## config.mk

```make
export PLATFORM = sky130hd
export DESIGN_NAME = swt_top
export DESIGN_NICKNAME = d
export VERILOG_FILES = /design/src/swt_pkg.sv /design/src/swt_top.sv /design/src/swt_tick_gen.sv
export VERILOG_INCLUDE_DIRS = /design/src
export SDC_FILE = /design/constraint.sdc
export NUM_CORES = 1
export LEC_CHECK = 0
export BUFFER_PORTS_ARGS = -buffer_cell sky130_fd_sc_hd__buf_2
export CAP_MARGIN = 25
export CORE_AREA = 2 2 76 78
export DETAILED_ROUTE_END_ITERATION = 7
export DIE_AREA = 0 0 78 80
export PLACE_DENSITY = 0.76
export SLEW_MARGIN = 20
export SYNTH_ARGS = -nofsm -noshare
export SYNTH_HDL_FRONTEND = slang
export SYNTH_SLANG_ARGS = --single-unit
```

## constraint.sdc

```tcl
create_clock -name clk -period 4.1 [get_ports clk]
set_input_delay 0.615 -clock clk [delete_from_list [all_inputs] [get_ports clk]]
set_output_delay 0.615 -clock clk [all_outputs]
set_load 0.1 [all_outputs]
```

## src/swt_defs.svh

```systemverilog
`ifndef SWT_DEFS_SVH
`define SWT_DEFS_SVH

// clock rate and timebase tick
`define SWT_CLK_HZ 40000000
`define SWT_TICK_US 1000
`define SWT_US_PER_S 1000000

// refresh key
`define SWT_KEY 8'ha5

// shortest period in ticks (8 ms), largest length select (16 s)
`define SWT_MIN_TICKS 15'h0008
`define SWT_MAX_SEL 4'hb

// configuration reset: both lengths at the longest setting
`define SWT_CFG_RESET 8'hbb

`endif

```

## src/swt_pkg.sv

```systemverilog
package swt_pkg;

  typedef struct packed {
    logic [3:0] closed_sel;
    logic [3:0] open_sel;
  } swt_cfg_t;

  typedef enum logic [1:0] {
    SWT_PH_IDLE = 2'b00,
    SWT_PH_CLOSED = 2'b01,
    SWT_PH_OPEN = 2'b10
  } swt_phase_t;

  typedef struct packed {
    logic valid;
    logic [7:0] data;
  } swt_refresh_t;

endpackage

```

## src/swt_top.sv

```systemverilog
// Overview of operation
// - In window mode a refresh is the key 0xA5 written to the clear port, accepted only in the open period.
// - A refresh written while the closed window runs raises a system reset at once.
// - Closed and open lengths are each selectable from 8 ms to 16 s.
// - In window mode the whole timeout span is the closed length plus the open length.
// - The closed length comes from the closed-phase length field of the configuration.
// - The open length comes from the open-window length field of the configuration.
// - After reset the early-warning interrupt stays disabled until software enables it.
// - Writing 1 to the enable-set input enables the early-warning interrupt.
// - Writing 1 to the enable-clear input disables the early-warning interrupt unless enable-set is written in the same cycle.
// - With the interrupt enabled in window mode it fires when the closed window ends and the open one begins.
// - With the permanent-run lock set the timer counts whatever enable says, and only power-on reset clears it.
// - While locked, configuration is read-only but early-warning control and window enable still act.
`timescale 1ns/1ps
`include "swt_defs.svh"

module swt_top #(
  parameter int unsigned TICK_CYCLES = `SWT_CLK_HZ / `SWT_US_PER_S * `SWT_TICK_US
) (
  input wire logic clk,
  input wire logic rst,
  input wire logic enable,
  input wire logic windowed_operation_enable,
  input wire logic permanent_run_lock_set,
  input wire logic cfg_write,
  input wire swt_pkg::swt_cfg_t cfg_data,
  input wire logic early_warning_irq_enable_set,
  input wire logic early_warning_irq_enable_clear,
  input wire swt_pkg::swt_refresh_t refresh,
  output logic system_reset,
  output logic early_warning_irq,
  output logic early_warning_irq_enable,
  output logic permanent_run_lock,
  output logic window_mode,
  output swt_pkg::swt_cfg_t cfg,
  output swt_pkg::swt_phase_t phase
);
  logic [14:0] count;
  logic [14:0] next_count;
  swt_pkg::swt_phase_t next_phase;
  swt_pkg::swt_cfg_t next_cfg;
  logic next_system_reset;
  logic next_early_warning_irq;
  logic next_irq_enable;
  logic next_lock;
  logic next_window_mode;
  logic tick_clear;
  logic tick;
  logic running;
  logic [14:0] closed_len;
  logic [14:0] open_len;
  logic [14:0] cur_len;
  swt_pkg::swt_phase_t start_phase;

  function automatic logic [14:0] sel_to_ticks(input logic [3:0] sel);
    logic [3:0] s;
    s = (sel > `SWT_MAX_SEL) ? `SWT_MAX_SEL : sel;
    sel_to_ticks = `SWT_MIN_TICKS << s;
  endfunction

  swt_tick_gen #(
    .TICK_CYCLES(TICK_CYCLES)
  ) u_tick (
    .clk(clk),
    .rst(rst),
    .clear(tick_clear),
    .tick(tick)
  );

  assign running = enable | permanent_run_lock;
  assign closed_len = sel_to_ticks(cfg.closed_sel);
  assign open_len = sel_to_ticks(cfg.open_sel);
  assign cur_len = (phase == swt_pkg::SWT_PH_CLOSED) ? closed_len : open_len;
  assign start_phase = window_mode ? swt_pkg::SWT_PH_CLOSED : swt_pkg::SWT_PH_OPEN;

  // control and configuration
  always_comb
  begin
    next_lock = permanent_run_lock;
    next_cfg = cfg;
    next_irq_enable = early_warning_irq_enable;
    next_window_mode = windowed_operation_enable;
    if (permanent_run_lock_set)
    begin
      next_lock = 1'b1;
    end
    if (cfg_write && !permanent_run_lock)
    begin
      next_cfg = cfg_data;
    end
    if (early_warning_irq_enable_clear)
    begin
      next_irq_enable = 1'b0;
    end
    if (early_warning_irq_enable_set)
    begin
      next_irq_enable = 1'b1;
    end
  end

  always_ff @(posedge clk or posedge rst)
  begin
    if (rst)
    begin
      permanent_run_lock <= 1'b0;
      cfg <= `SWT_CFG_RESET;
      early_warning_irq_enable <= 1'b0;
      window_mode <= 1'b0;
    end
    else
    begin
      permanent_run_lock <= next_lock;
      cfg <= next_cfg;
      early_warning_irq_enable <= next_irq_enable;
      window_mode <= next_window_mode;
    end
  end

  // timing phases
  always_comb
  begin
    next_phase = phase;
    next_count = count;
    next_system_reset = 1'b0;
    next_early_warning_irq = 1'b0;
    tick_clear = 1'b0;
    if (!running)
    begin
      next_phase = swt_pkg::SWT_PH_IDLE;
      next_count = '0;
      tick_clear = 1'b1;
    end
    else if (phase == swt_pkg::SWT_PH_IDLE)
    begin
      next_phase = start_phase;
      next_count = '0;
      tick_clear = 1'b1;
    end
    else if (refresh.valid)
    begin
      if (refresh.data != `SWT_KEY || phase == swt_pkg::SWT_PH_CLOSED)
      begin
        next_system_reset = 1'b1;
      end
      next_phase = start_phase;
      next_count = '0;
      tick_clear = 1'b1;
    end
    else if (tick)
    begin
      if (count >= cur_len - 15'h0001)
      begin
        next_count = '0;
        if (phase == swt_pkg::SWT_PH_CLOSED)
        begin
          next_phase = swt_pkg::SWT_PH_OPEN;
          next_early_warning_irq = early_warning_irq_enable;
        end
        else
        begin
          next_system_reset = 1'b1;
          next_phase = start_phase;
          tick_clear = 1'b1;
        end
      end
      else
      begin
        next_count = count + 15'h0001;
      end
    end
  end

  always_ff @(posedge clk or posedge rst)
  begin
    if (rst)
    begin
      phase <= swt_pkg::SWT_PH_IDLE;
      count <= '0;
      system_reset <= 1'b0;
      early_warning_irq <= 1'b0;
    end
    else
    begin
      phase <= next_phase;
      count <= next_count;
      system_reset <= next_system_reset;
      early_warning_irq <= next_early_warning_irq;
    end
  end
endmodule // swt_top

```

## src/swt_tick_gen.sv

```systemverilog
`timescale 1ns/1ps

module swt_tick_gen #(
  parameter int unsigned TICK_CYCLES = 40000
) (
  input wire logic clk,
  input wire logic rst,
  input wire logic clear,
  output logic tick
);
  localparam int W = $clog2(TICK_CYCLES + 1);
  localparam logic [W-1:0] LAST = W'(TICK_CYCLES - 1);

  logic [W-1:0] count;
  logic [W-1:0] next_count;
  logic next_tick;

  // timebase divider
  always_comb
  begin
    next_count = count + W'(1);
    next_tick = 1'b0;
    if (clear)
    begin
      next_count = '0;
    end
    else if (count == LAST)
    begin
      next_count = '0;
      next_tick = 1'b1;
    end
  end

  always_ff @(posedge clk or posedge rst)
  begin
    if (rst)
    begin
      count <= '0;
      tick <= 1'b0;
    end
    else
    begin
      count <= next_count;
      tick <= next_tick;
    end
  end
endmodule // swt_tick_gen

```

==> impl_metrics.toml <==
[yosys]
yosysWarningCount = 0
synth-seq-cells = 47
synth_ff_type = "dfrtp_1"
ys_seq_area_share_pct = 43.7
avgSynthCellArea_um2 = 9.93
syn_nets = 313
synth_area_um2 = 2710
netlist_instances = 273
synthDistinctLibCells = 50
synthArstFlopShare_pct = 100
synth_edf_count = 0

[timing]
worstMarginPinSlew_ps = 831
setup_violations = 0
timing.slew.headroom_pct = 43.9
max_freq_mhz = 254
post-route-period-util_pct = 96.0
finalHoldViolCount = 0
slew_viol_final = 0
fin_crit_ps = 3940
finalClockSkew_ps = 4.98
worst_slack_ps = 164

[cells_and_area]
n_antenna_cell = 0
area_growth_syn_to_layout_pct = 19.3
num-fill-cells = 482
multi_input_area_um2 = 1470
stdcell_count = 395
layout.nets = 362
register_area_um2 = 1190
drive_gt1_share_pct = 28.5

[placement]
dp_hpwl_mm = 3.98
routabilityCongestion = 0.852
dp_cells = 380
post-place-ws_ps = 74.3
portBuffers = 39

[setup_path]
crit_arrival_ps = 4120
required_ps = 4280
startpoint_type = "flip-flop"
startpoint = "phase[1]"
crit_path_max_fanout = 6
crit_chain = "nand2b_1, a21o_1, o22a_1, or2_2, or2_1, ha_2, xnor2_1, a32oi_1, ha_1, nand4_1, o41ai_4, a31o_1, clkbuf_16, nor3b_1"
critPathMaxStageDelay_ps = 480
cp_slowest_cell = "o41ai_4"
crit_type = "flip-flop to flip-flop"
worstSetupEndpointType = "flip-flop"
r2r-start = "phase[1]"

[clocking]
cts_max_level = 2
clk_pin_slew_ps = 90
cts.sinks = 47
clk_latency_ps = 300
cts_buffers = 5
ctsLongestPathBuffers = 2
cts_tree = "done"
cts_root_buf = "clkbuf_8"
hold_buffers = 0

[pwr]
vdd_drop_max_v = 0.000231
p_leak_nw = 1.45
powerDensity_nw_per_um2 = 366

[die]
core_um2 = 5410
initial_core_util_pct = 50.1
io_pins = 40
std_cell_rows = 27
die_y_um = 80
die_x_um = 78
dieArea_um2 = 6240

[status]
outcome = "finished clean"

[grt]
grt_max_degree = 48
grt_pass1_wl_mm = 9.27
overflow = 0
grt_use_total_pct = 18.7
grt_pass1_vias = 2066
antenna_found_initial = 0

[worst_hold_path]
worstHoldPathType = "input port to flip-flop"
hold_start = "windowed_operation_enable"

[drt]
drc = 0
routed_wl_mm = 5.67
detail-route-antenna-nets = 0
dr.first_iter.drc_count = 108
vias = 2159
drt_pass1_iterations = 4
wl_per_cell_um = 14.4
vias_per_cell = 5.47

[run]
drv_cap = 0
[cells in the final DEF, fill, tap and decap left out, types with 2 or more instances in the layout]
master / count
a2111oi_4: 2
a211o_1: 2
a21o_1: 2
a21oi_1: 10
a21oi_2: 2
and3_1: 5
and4_1: 4
buf_2: 39
buf_4: 8
clkbuf_16: 2
clkbuf_8: 6
clkinv_2: 2
dfrtp_1: 39
dfstp_2: 6
ha_1: 14
inv_1: 11
mux2_2: 9
nand2_1: 18
nand2b_1: 4
nand3_1: 12
nand3b_1: 2
nand4_1: 7
nor2_1: 30
nor2b_1: 2
nor3_1: 11
nor3_2: 3
nor4_1: 4
o21ai_0: 7
o22ai_1: 2
or2_2: 3
xnor2_1: 17
xor2_1: 11
[cell type report]
type / count / share of cell area, %
clock inverters: 2 / 1.08
flip-flops and latches: 47 / 36.8
multi-input cells: 206 / 45.5
clock buffers: 6 / 2.55
repair buffers: 50 / 9.90
well taps: 72 / 2.79
inverters: 12 / 1.43
[layer usage]
| metal | GRT usage, % | up-vias | wire [um] |
|---|---|---|---|
| met5 | 0 | - | 0 |
| met4 | 6.32 | 0 | 104 |
| met3 | 3.51 | 10 | 175 |
| met2 | 32.2 | 34 | 2890 |
| met1 | 23.7 | 1051 | 2500 |
| li1 | - | 1064 | - |
[cells by family (layout without fill, tap and decap cells)]
logic type | after synthesis | in the layout | share of synthesized area [%]
simple gates | 112 | 112 | 21.7
flops | 47 | 47 | 43.7
compound gates | 40 | 40 | 11.0
xor+xnor | 28 | 28 | 9.05
buf+inv | 20 | 70 | 3.37
fa+ha+maj | 15 | 15 | 6.93
mux | 10 | 10 | 4.11
other cells | 1 | 1 | 0.138
[sequential cells by signal, summed over array words and instances (netlist names)]
name / flops
phase: 2
count: 15
permanent_run_lock: 1
cfg: 8
u_tick.count: 16
early_warning_irq_enable: 1
early_warning_irq: 1
window_mode: 1
u_tick.tick: 1
system_reset: 1
[synth_stat cells (5+ instances only)]
cell / number / share of area (%)
nand2_1: 19 / 2.6
nand4_1: 7 / 1.6
dfstp_2: 6 / 5.8
ha_1: 15 / 6.9
nand3_1: 12 / 2.2
nor2_1: 30 / 4.2
and3_1: 5 / 1.2
inv_1: 12 / 1.7
mux2_2: 9 / 3.7
xnor2_1: 17 / 5.5
xor2_1: 11 / 3.6
a21oi_1: 11 / 2.0
dfrtp_1: 41 / 38
nor3_1: 11 / 2.0
o21ai_0: 7 / 1.3
[power breakdown]
group | switching (mW) | internal, mW
clock network | 0.155 | 0.197
logic | 0.225 | 0.102
registers | 0.0169 | 0.487
total | 0.397 | 0.786
[through the flow]
stage | TNS [ps] | power, mW | utilization [%] | hold WS [ps] | instance area [um^2]
6_report | 0 | 1.18 | 59.8 | 408 | 3230
5_1_grt | -359 | 1.24 | 59.8 | 400 | 3230
4_1_cts | 0 | 1.17 | 57.4 | 407 | 3100
3_5_place_dp | 0 | 0.819 | 55.2 | 497 | 2980
3_3_place_gp | 0 | 0.813 | 55.2 | 491 | 2980
2_1_floorplan | 0 | 0.758 | - | 461 | 2720
[critical path, delay by kind of cell, from the launching register on]
kind / cells / cell delay, ps
and+or+nand+nor: 5 / 950
xor gates and xnor gates: 1 / 170
buffers and inverters: 1 / 210
AOI/OAI and AO/OA: 5 / 1450
DFF: 1 / 470
adders and majority gates: 2 / 540
[timing repair]
action	in CTS	in global routing
buffers inserted	0	5
hold endpoints to repair	0	0
gates resized for setup	0	9
endpoints found under the setup margin	0	32
[path summary, 6_finish.rpt]
kind	end	slack [ps]	cells past startpoint
min in group asynchronous	permanent_run_lock	420	2
setup / recovery	u_tick.count[5]	160	14
hold reg to reg	u_tick.count[0]	510	1
max in group asynchronous	phase[1]	3150	2
setup reg to reg	u_tick.count[5]	160	14
hold / removal	window_mode	410	1
(Power assumes the default switching activity.)
